==> config.mk <==
export PLATFORM = sky130hd
export DESIGN_NAME = cbsr_regs
export DESIGN_NICKNAME = d
export VERILOG_FILES = /design/src/core/cbsr_expo_timer.v /design/src/core/cbsr_regs.v
export VERILOG_INCLUDE_DIRS = /design/src /design/src/core
export SDC_FILE = /design/constraint.sdc
export NUM_CORES = 1
export LEC_CHECK = 0
export BUFFER_PORTS_ARGS = -buffer_cell sky130_fd_sc_hd__clkbuf_2
export CORE_MARGIN = 2
export CORE_UTILIZATION = 58
export DETAILED_ROUTE_END_ITERATION = 10
export GPL_ROUTABILITY_DRIVEN = 1
export PLACE_DENSITY = 0.8
export SLEW_MARGIN = 15
export SYNTH_ARGS = -nofsm -noshare
export SYNTH_HDL_FRONTEND = slang
export SYNTH_SLANG_ARGS = --single-unit
==> constraint.sdc <==
create_clock -name hclk -period 12.6 [get_ports hclk]
set_input_delay 2.52 -clock hclk [delete_from_list [all_inputs] [get_ports hclk]]
set_output_delay 2.52 -clock hclk [all_outputs]
set_load 0.01 [all_outputs]
==> src/core/cbsr_consts.vh <==
// Offsets, field positions, reset values and timing counts of the colour and exposure registers
`ifndef CBSR_CONSTS_VH
`define CBSR_CONSTS_VH

// Byte offsets, decoded on haddr[11:0]
`define CBSR_OFS_COLOUR   12'h80c
`define CBSR_OFS_EXPO     12'h81c
`define CBSR_HSIZE_WORD   3'b010

// Flag positions; register bit 0 is the word's MSB
`define CBSR_B_PRESENT    31
`define CBSR_B_ABS        30
`define CBSR_B_ONEPUSH    26
`define CBSR_B_ONOFF      25
`define CBSR_B_AUTO       24

// Level fields
`define CBSR_BLUE_MSB     23
`define CBSR_BLUE_LSB     12
`define CBSR_RED_MSB      11
`define CBSR_RED_LSB      0
`define CBSR_EXPO_MSB     11
`define CBSR_EXPO_LSB     0

// Field limits and defaults
`define CBSR_LVL_MIN      12'h010
`define CBSR_LVL_MAX      12'h0ff
`define CBSR_LVL_UNITY    12'h060
`define CBSR_BLUE_DEF     12'h0a0
`define CBSR_RED_DEF      12'h073
`define CBSR_EXPO_MIN     12'h001
`define CBSR_EXPO_MONO    12'h1f4
`define CBSR_EXPO_COL     12'h2ee

// Exposure time base
`define CBSR_TB_US        20
`define CBSR_CLK_MHZ      40
`define CBSR_TB_CYC       (`CBSR_TB_US * `CBSR_CLK_MHZ)

`endif

==> src/core/cbsr_expo_timer.v <==
// Exposure timer: holds the exposure for value times the time base
`timescale 1ns/1ps
module cbsr_expo_timer #(
   parameter [31:0] TB_CYC = 32'd800
) (
   input  wire        hclk,
   input  wire        hresetn,
   input  wire        start,
   input  wire [11:0] value,
   output wire        active,
   output wire        done
);

   reg        active_q;
   reg        done_q;
   reg [11:0] units_q;
   reg [31:0] pre_q;

   assign active = active_q;
   assign done   = done_q;

   // Value is latched at start, so a later write only affects the next exposure
   always @(posedge hclk or negedge hresetn) begin
      if (!hresetn) begin
         active_q <= 1'b0;
         done_q   <= 1'b0;
         units_q  <= 12'h000;
         pre_q    <= 32'h0000_0000;
      end else begin
         done_q <= 1'b0;
         if (!active_q) begin
            if (start && (value != 12'h000)) begin
               active_q <= 1'b1;
               units_q  <= value;
               pre_q    <= 32'h0000_0000;
            end
         end else if (pre_q == (TB_CYC - 32'd1)) begin
            pre_q <= 32'h0000_0000;
            if (units_q == 12'h001) begin
               active_q <= 1'b0;
               done_q   <= 1'b1;
            end else begin
               units_q <= units_q - 12'h001;
            end
         end else begin
            pre_q <= pre_q + 32'd1;
         end
      end
   end

endmodule // cbsr_expo_timer

==> src/core/cbsr_regs.v <==
// Colour balance and exposure control registers on AHB-Lite, with colour gain and exposure timer
`timescale 1ns/1ps
`include "cbsr_consts.vh"

module cbsr_regs #(
   parameter [31:0] TB_CYC = `CBSR_TB_CYC
) (
   input  wire        hclk,
   input  wire        hresetn,
   input  wire        hsel,
   input  wire [31:0] haddr,
   input  wire [1:0]  htrans,
   input  wire        hwrite,
   input  wire [2:0]  hsize,
   input  wire [31:0] hwdata,
   input  wire        hready,
   output wire [31:0] hrdata,
   output wire        hreadyout,
   output wire        hresp,
   input  wire        colour_variant,
   input  wire        expo_start,
   output wire        expo_active,
   output wire        expo_done,
   output wire [11:0] blue_level,
   output wire [11:0] red_level,
   output wire [11:0] expo_value,
   input  wire        pix_valid_in,
   input  wire [7:0]  pix_red_in,
   input  wire [7:0]  pix_green_in,
   input  wire [7:0]  pix_blue_in,
   output wire        pix_valid_out,
   output wire [7:0]  pix_red_out,
   output wire [7:0]  pix_green_out,
   output wire [7:0]  pix_blue_out
);

   // Scale one colour component by level/unity, saturating at full scale
   function [7:0] cbsr_scale;
      input [7:0]  comp;
      input [11:0] lvl;
      reg   [19:0] prod;
      reg   [19:0] quo;
      begin
         prod = {12'h000, comp} * {8'h00, lvl};
         quo  = prod / {8'h00, `CBSR_LVL_UNITY};
         if (quo > 20'h000ff) begin
            cbsr_scale = 8'hff;
         end else begin
            cbsr_scale = quo[7:0];
         end
      end
   endfunction

   // Accept only levels inside the documented range
   function cbsr_lvl_ok;
      input [11:0] lvl;
      begin
         cbsr_lvl_ok = (lvl >= `CBSR_LVL_MIN) && (lvl <= `CBSR_LVL_MAX);
      end
   endfunction

   // Register select from a byte offset: bit 0 colour, bit 1 exposure
   function [1:0] cbsr_dec;
      input [11:0] ofs;
      begin
         cbsr_dec = 2'b00;
         if (ofs == `CBSR_OFS_COLOUR) begin
            cbsr_dec = 2'b01;
         end
         if (ofs == `CBSR_OFS_EXPO) begin
            cbsr_dec = 2'b10;
         end
      end
   endfunction

   // Variant strap and one-cycle default load after reset
   reg        init_done_q;
   reg        colour_q;

   // Register fields
   reg [11:0] blue_q;
   reg [11:0] blue_d;
   reg [11:0] red_q;
   reg [11:0] red_d;
   reg [11:0] expo_q;
   reg [11:0] expo_d;

   // AHB data phase state
   reg        wr_pend_q;
   reg [11:0] wr_addr_q;
   reg [31:0] rdata_q;
   reg [31:0] rdata_d;

   wire        addr_phase;
   wire        wr_word;
   wire        wr_take;
   wire        rd_take;
   wire [1:0]  wr_sel;
   wire [1:0]  rd_sel;
   wire        wr_colour;
   wire        wr_expo;
   wire [11:0] wr_blue;
   wire [11:0] wr_red;
   wire [11:0] wr_expo_val;
   reg  [31:0] colour_word;
   reg  [31:0] expo_word;

   // One wait state right after reset while the defaults are loaded
   assign hreadyout = init_done_q;
   assign hresp     = 1'b0;
   assign hrdata    = rdata_q;

   // Sizes other than a word are accepted but never stored
   assign wr_word    = (hsize == `CBSR_HSIZE_WORD);
   assign addr_phase = hsel && htrans[1] && hready && init_done_q;
   assign wr_take    = addr_phase && hwrite && wr_word;
   assign rd_take    = addr_phase && !hwrite;

   assign wr_sel    = cbsr_dec(wr_addr_q);
   assign rd_sel    = cbsr_dec(haddr[11:0]);
   assign wr_colour = wr_pend_q && wr_sel[0] && colour_q;
   assign wr_expo   = wr_pend_q && wr_sel[1];

   // Only the level fields are taken from hwdata; flag bits are never stored
   assign wr_blue     = hwdata[`CBSR_BLUE_MSB:`CBSR_BLUE_LSB];
   assign wr_red      = hwdata[`CBSR_RED_MSB:`CBSR_RED_LSB];
   assign wr_expo_val = hwdata[`CBSR_EXPO_MSB:`CBSR_EXPO_LSB];

   // Strap is sampled in the first clock after reset release
   always @(posedge hclk or negedge hresetn) begin
      if (!hresetn) begin
         init_done_q <= 1'b0;
         colour_q    <= 1'b0;
      end else if (!init_done_q) begin
         init_done_q <= 1'b1;
         colour_q    <= colour_variant;
      end
   end

   // Next blue level; an out-of-range write leaves the field unchanged
   always @* begin
      blue_d = blue_q;
      if (!init_done_q) begin
         if (colour_variant) begin
            blue_d = `CBSR_BLUE_DEF;
         end else begin
            blue_d = 12'h000;
         end
      end else if (wr_colour && cbsr_lvl_ok(wr_blue)) begin
         blue_d = wr_blue;
      end
   end

   // Red is checked on its own, so one bad field does not block the other
   always @* begin
      red_d = red_q;
      if (!init_done_q) begin
         if (colour_variant) begin
            red_d = `CBSR_RED_DEF;
         end else begin
            red_d = 12'h000;
         end
      end else if (wr_colour && cbsr_lvl_ok(wr_red)) begin
         red_d = wr_red;
      end
   end

   // Next exposure value; zero is refused
   always @* begin
      expo_d = expo_q;
      if (!init_done_q) begin
         if (colour_variant) begin
            expo_d = `CBSR_EXPO_COL;
         end else begin
            expo_d = `CBSR_EXPO_MONO;
         end
      end else if (wr_expo && (wr_expo_val >= `CBSR_EXPO_MIN)) begin
         expo_d = wr_expo_val;
      end
   end

   always @(posedge hclk or negedge hresetn) begin
      if (!hresetn) begin
         blue_q <= 12'h000;
         red_q  <= 12'h000;
         expo_q <= 12'h000;
      end else begin
         blue_q <= blue_d;
         red_q  <= red_d;
         expo_q <= expo_d;
      end
   end

   // Read words are built from the next values so a write just before a read is seen
   always @* begin
      colour_word                                = 32'h0000_0000;
      colour_word[`CBSR_B_PRESENT]               = colour_q;
      colour_word[`CBSR_B_ABS]                   = 1'b0;
      colour_word[`CBSR_B_ONEPUSH]               = 1'b0;
      colour_word[`CBSR_B_ONOFF]                 = colour_q;
      colour_word[`CBSR_B_AUTO]                  = 1'b0;
      colour_word[`CBSR_BLUE_MSB:`CBSR_BLUE_LSB] = blue_d;
      colour_word[`CBSR_RED_MSB:`CBSR_RED_LSB]   = red_d;
   end

   // Exposure word: only the value field is writable
   always @* begin
      expo_word                                = 32'h0000_0000;
      expo_word[`CBSR_B_PRESENT]               = 1'b1;
      expo_word[`CBSR_B_ABS]                   = 1'b0;
      expo_word[`CBSR_B_ONEPUSH]               = 1'b0;
      expo_word[`CBSR_B_ONOFF]                 = 1'b1;
      expo_word[`CBSR_B_AUTO]                  = 1'b0;
      expo_word[`CBSR_EXPO_MSB:`CBSR_EXPO_LSB] = expo_d;
   end

   always @* begin
      rdata_d = rdata_q;
      if (rd_take) begin
         case (rd_sel)
            2'b01:   rdata_d = colour_word;
            2'b10:   rdata_d = expo_word;
            default: rdata_d = 32'h0000_0000;
         endcase
      end
   end

   // Address phase capture; unmapped writes are accepted and dropped
   always @(posedge hclk or negedge hresetn) begin
      if (!hresetn) begin
         wr_pend_q <= 1'b0;
         wr_addr_q <= 12'h000;
      end else begin
         wr_pend_q <= wr_take;
         if (wr_take) begin
            wr_addr_q <= haddr[11:0];
         end
      end
   end

   // Read data stands until the next read is taken
   always @(posedge hclk or negedge hresetn) begin
      if (!hresetn) begin
         rdata_q <= 32'h0000_0000;
      end else begin
         rdata_q <= rdata_d;
      end
   end

   assign blue_level = blue_q;
   assign red_level  = red_q;
   assign expo_value = expo_q;

   // Colour gain stage: red and blue are scaled on a colour part, green passes through
   wire [7:0]  comp_in  [0:1];
   wire [11:0] comp_lvl [0:1];
   wire [7:0]  comp_out [0:1];
   reg  [7:0]  green_q;
   reg         pix_valid_q;

   assign comp_in[0]  = pix_red_in;
   assign comp_in[1]  = pix_blue_in;
   assign comp_lvl[0] = red_q;
   assign comp_lvl[1] = blue_q;

   // Each lane owns its register, so no array has two drivers
   genvar ch;
   generate
      for (ch = 0; ch < 2; ch = ch + 1) begin : g_gain
         reg [7:0] comp_q;
         assign comp_out[ch] = comp_q;
         // A monochrome part has no colour balance, so pixels pass unchanged
         always @(posedge hclk or negedge hresetn) begin
            if (!hresetn) begin
               comp_q <= 8'h00;
            end else if (pix_valid_in) begin
               if (colour_q) begin
                  comp_q <= cbsr_scale(comp_in[ch], comp_lvl[ch]);
               end else begin
                  comp_q <= comp_in[ch];
               end
            end
         end
      end
   endgenerate

   // Valid is delayed every cycle; pixel data hold while valid is low
   always @(posedge hclk or negedge hresetn) begin
      if (!hresetn) begin
         pix_valid_q <= 1'b0;
      end else begin
         pix_valid_q <= pix_valid_in;
      end
   end

   always @(posedge hclk or negedge hresetn) begin
      if (!hresetn) begin
         green_q <= 8'h00;
      end else if (pix_valid_in) begin
         green_q <= pix_green_in;
      end
   end

   assign pix_valid_out = pix_valid_q;
   assign pix_red_out   = comp_out[0];
   assign pix_blue_out  = comp_out[1];
   assign pix_green_out = green_q;

   // Exposure length is value times the time base
   cbsr_expo_timer #(
      .TB_CYC (TB_CYC)
   ) u_expo_timer (
      .hclk    (hclk),
      .hresetn (hresetn),
      .start   (expo_start && init_done_q),
      .value   (expo_q),
      .active  (expo_active),
      .done    (expo_done)
   );

endmodule // cbsr_regs

==> impl_metrics.env <==
export IMPL_die_h_um=165.4
export IMPL_dr_wl_met3_mm=2.104
export IMPL_endpoint_kind="register"
export IMPL_dr_wl_met2_mm=18.17
export IMPL_drt_wl_total_mm=37.64
export IMPL_status="finished clean"
export IMPL_critical_path_class="in2reg"
export IMPL_drc=0
export IMPL_cts_sinks=147
export IMPL_grt_max_degree=76
export IMPL_final_cell_mix="nand2_1, and2_1, clkbuf_2, dfrtp_1, inv_1"
export IMPL_place_ws_ns=2.526
export IMPL_max_slew_worst_pin_slew_ns=1.087
export IMPL_design_die_area_um2=27350
export IMPL_synth_cells=1708
export IMPL_seq_area_um2=3679
export IMPL_grt_use_total_pct=27.78
export IMPL_root_buffer="clkbuf_16"
export IMPL_grt_overflow=0
export IMPL_final_layout_size_suffix_gt1_share_pct=14.47
export IMPL_final_common_cell="nand2_1"
export IMPL_num_fill_cells=2165
export IMPL_synth_seq_cells=147
export IMPL_drv_cap=0
export IMPL_cts_hold_buffers_added=0
export IMPL_start_util_pct=58.46
export IMPL_leakage_nw=8.126
export IMPL_max_freq_mhz=102.7
export IMPL_cts_setup_buffers=0
export IMPL_worstPathArrival_ns=10.07
export IMPL_synth_edff_count=0
export IMPL_worstSetupStartpointType="primary input"
export IMPL_portBuffers=161
export IMPL_path_max_fanout=13
export IMPL_final_nets=2124
export IMPL_multi_input_area_um2=10610
export IMPL_gp_congestion=0.8992
export IMPL_die_x_um=165.4
export IMPL_via_per_inst=6.078
export IMPL_ir_drop_mv=0.1012
export IMPL_synthArstFlopShare_pct=100.0
export IMPL_numCtsBuffers=17
export IMPL_syn2layout_area_growth_pct=10.25
export IMPL_h_tree_depth=4
export IMPL_setup_slack_ns=2.859
export IMPL_vias=13171
export IMPL_slew_headroom_pct=27.28
export IMPL_top_layer_used="met4"
export IMPL_maxSlewViolCount=0
export IMPL_insertedDiodeCount=0
export IMPL_hold_viol=0
export IMPL_synth_cell_type_count=100
export IMPL_fin_crit_ns=9.741
export IMPL_first_pass_iters=5
export IMPL_dp_hpwl_mm=28.20
export IMPL_setup_viol=0
export IMPL_placed_cells=2136
export IMPL_cts_resized=0
export IMPL_clk_latency_ns=0.43
export IMPL_hold_path_class="reg2reg"
export IMPL_ys_seq_area_share_pct=24.35
export IMPL_timing_final_crit_share_pct=77.31
export IMPL_powerDensity_nw_per_um2=122.7
export IMPL_ys_warn_count=0
export IMPL_grt_pass1_vias=12786
export IMPL_io_pins=198
export IMPL_m1WireLength_mm=16.67
export IMPL_wl_per_cell_um=17.37
export IMPL_fin_setup_tns_ns=0
export IMPL_drt_iter0_markers=1057
export IMPL_fin_cells=2167
export IMPL_rsz0062_at_grt="no"
export IMPL_rows=59
export IMPL_drtAntennaViolNets=0
export IMPL_clkTransAtPathRegs_ns=0.07
export IMPL_cts_tree="done"
export IMPL_cts_buffer_depth=2
export IMPL_syn_area_per_cell_um2=8.843
export IMPL_grt_pass1_wl_mm=61.60
export IMPL_antenna_found_initial=0
export IMPL_fin_skew_ns=0.01502
export IMPL_synthFlopType="dfrtp_1"
export IMPL_syn_area_um2=15100
export IMPL_core_area_um2=25840
export IMPL_crit_required_ns=12.93
==> critical path, cell delays in order <==
cell,delay [ns]
clkbuf_2,0.21
and2_1,0.22
fa_1,0.54
inv_1,0.06
fa_1,0.53
inv_1,0.06
fa_1,0.54
inv_1,0.06
fa_1,0.53
inv_1,0.04
ha_1,0.39
a21oi_1,0.28
o22ai_1,0.16
a2111oi_0,0.43
a21boi_1,0.24
xor2_1,0.34
nor2_1,0.13
a221oi_2,0.31
nand2_1,0.22
a211o_1,0.36
nor2_2,0.33
a2bb2oi_2,0.26
nand3_1,0.21
o31a_1,0.39
and3b_4,0.23
mux2_4,0.31
o221ai_2,0.18
==> Yosys cell counts, drive strengths merged (5+ instances only) <==
master / count / share of area [%]
a211o: 6 / 0.35
o211a: 6 / 0.45
nand4: 19 / 0.79
or2: 10 / 0.41
fa: 120 / 16
a211oi: 8 / 0.48
dfrtp: 147 / 24
or3: 12 / 0.53
o22ai: 7 / 0.29
clkbuf: 65 / 1.6
a31oi: 31 / 1.3
xor2: 20 / 1.2
o21a: 5 / 0.30
a22o: 13 / 0.75
xnor2: 23 / 1.5
nand3: 46 / 1.5
nand2: 181 / 4.5
nand3b: 6 / 0.30
buf: 16 / 0.65
a2111oi: 5 / 0.29
nor3: 26 / 0.93
and3: 33 / 1.4
o211ai: 15 / 0.75
o21ai: 121 / 4.0
nor4: 22 / 1.0
a21o: 12 / 0.60
mux2i: 35 / 2.3
a21oi: 71 / 2.4
o221ai: 13 / 0.80
inv: 133 / 3.3
nor2b: 16 / 0.66
and2: 165 / 6.8
nor2: 89 / 2.3
a31o: 5 / 0.35
o2111ai: 8 / 0.46
a21boi: 9 / 0.45
nand2b: 8 / 0.33
mux2: 28 / 2.2
ha: 83 / 6.9
==> logic make-up (layout without fill, tap and decap cells) <==
logic type,Yosys count,count (layout),synth area share [%]
DFF,147,147,24.35
adders and majority gates,203,203,22.78
muxes,63,63,4.481
and+or+nand+nor,649,649,22.43
xor gates and xnor gates,44,44,2.767
buffers and inverters,214,332,5.575
AOI/OAI and AO/OA,386,386,17.56
other,2,8,0.04972
==> sequential cells by signal (all words and copies together), names as in the netlist, 12 cells and up <==
name                  cells
u_expo_timer.pre_q       32
hrdata                   25
blue_level               12
expo_value               12
red_level                12
u_expo_timer.units_q     12
wr_addr_q                12
==> path summary, 6_finish.rpt <==
check / startpoint / endpoint / slack [ns] / cells past startpoint
min in group asynchronous: hresetn / u_expo_timer.units_q[10] / 2.10 / 1
min reg2reg: hrdata[7] / hrdata[7] / 0.50 / 2
max reg2reg: blue_level[8] / pix_blue_out[0] / 4.64 / 26
max: pix_blue_in[7] / pix_blue_out[0] / 2.86 / 27
min: hrdata[7] / hrdata[7] / 0.50 / 2
max in group asynchronous: hresetn / pix_blue_out[4] / 9.09 / 2
==> final cells by class <==
cell class / instances / area share [%]
Clock buffer: 18 / 2.637
Clock inverter: 13 / 0.8716
Inverter: 133 / 2.998
Multi-Input combinational cell: 1353 / 63.69
Sequential cell: 147 / 22.09
Tap cell: 335 / 2.517
Timing Repair Buffer: 168 / 5.192
==> layer usage <==
| layer | up-vias | GRT usage (%) |
|---|---|---|
| met5 | - | 0 |
| met4 | 0 | 7.484 |
| met3 | 53 | 4.446 |
| met2 | 407 | 46.70 |
| met1 | 6541 | 37.57 |
| li1 | 6170 | - |
==> stage by stage <==
stage | cell area (µm²) | power, mW | util, % | hold slack [ns]
after floorplan | 15130 | 1.313 | - | 0.4523
after global placement | 16070 | 1.490 | 62.19 | 0.4746
after detailed placement | 16070 | 1.523 | 62.19 | 0.4917
after CTS | 16650 | 2.033 | 64.45 | 0.5087
after global routing | 16650 | 2.185 | 64.45 | 0.5235
final | 16650 | 2.043 | 64.45 | 0.5009
==> where the power goes <==
group	internal, mW	switching [mW]	total, mW
logic	0.373	0.575	0.948
clock network	0.283	0.224	0.507
registers	0.528	0.0587	0.587
Note: power is estimated with default switching activity, not from simulation.
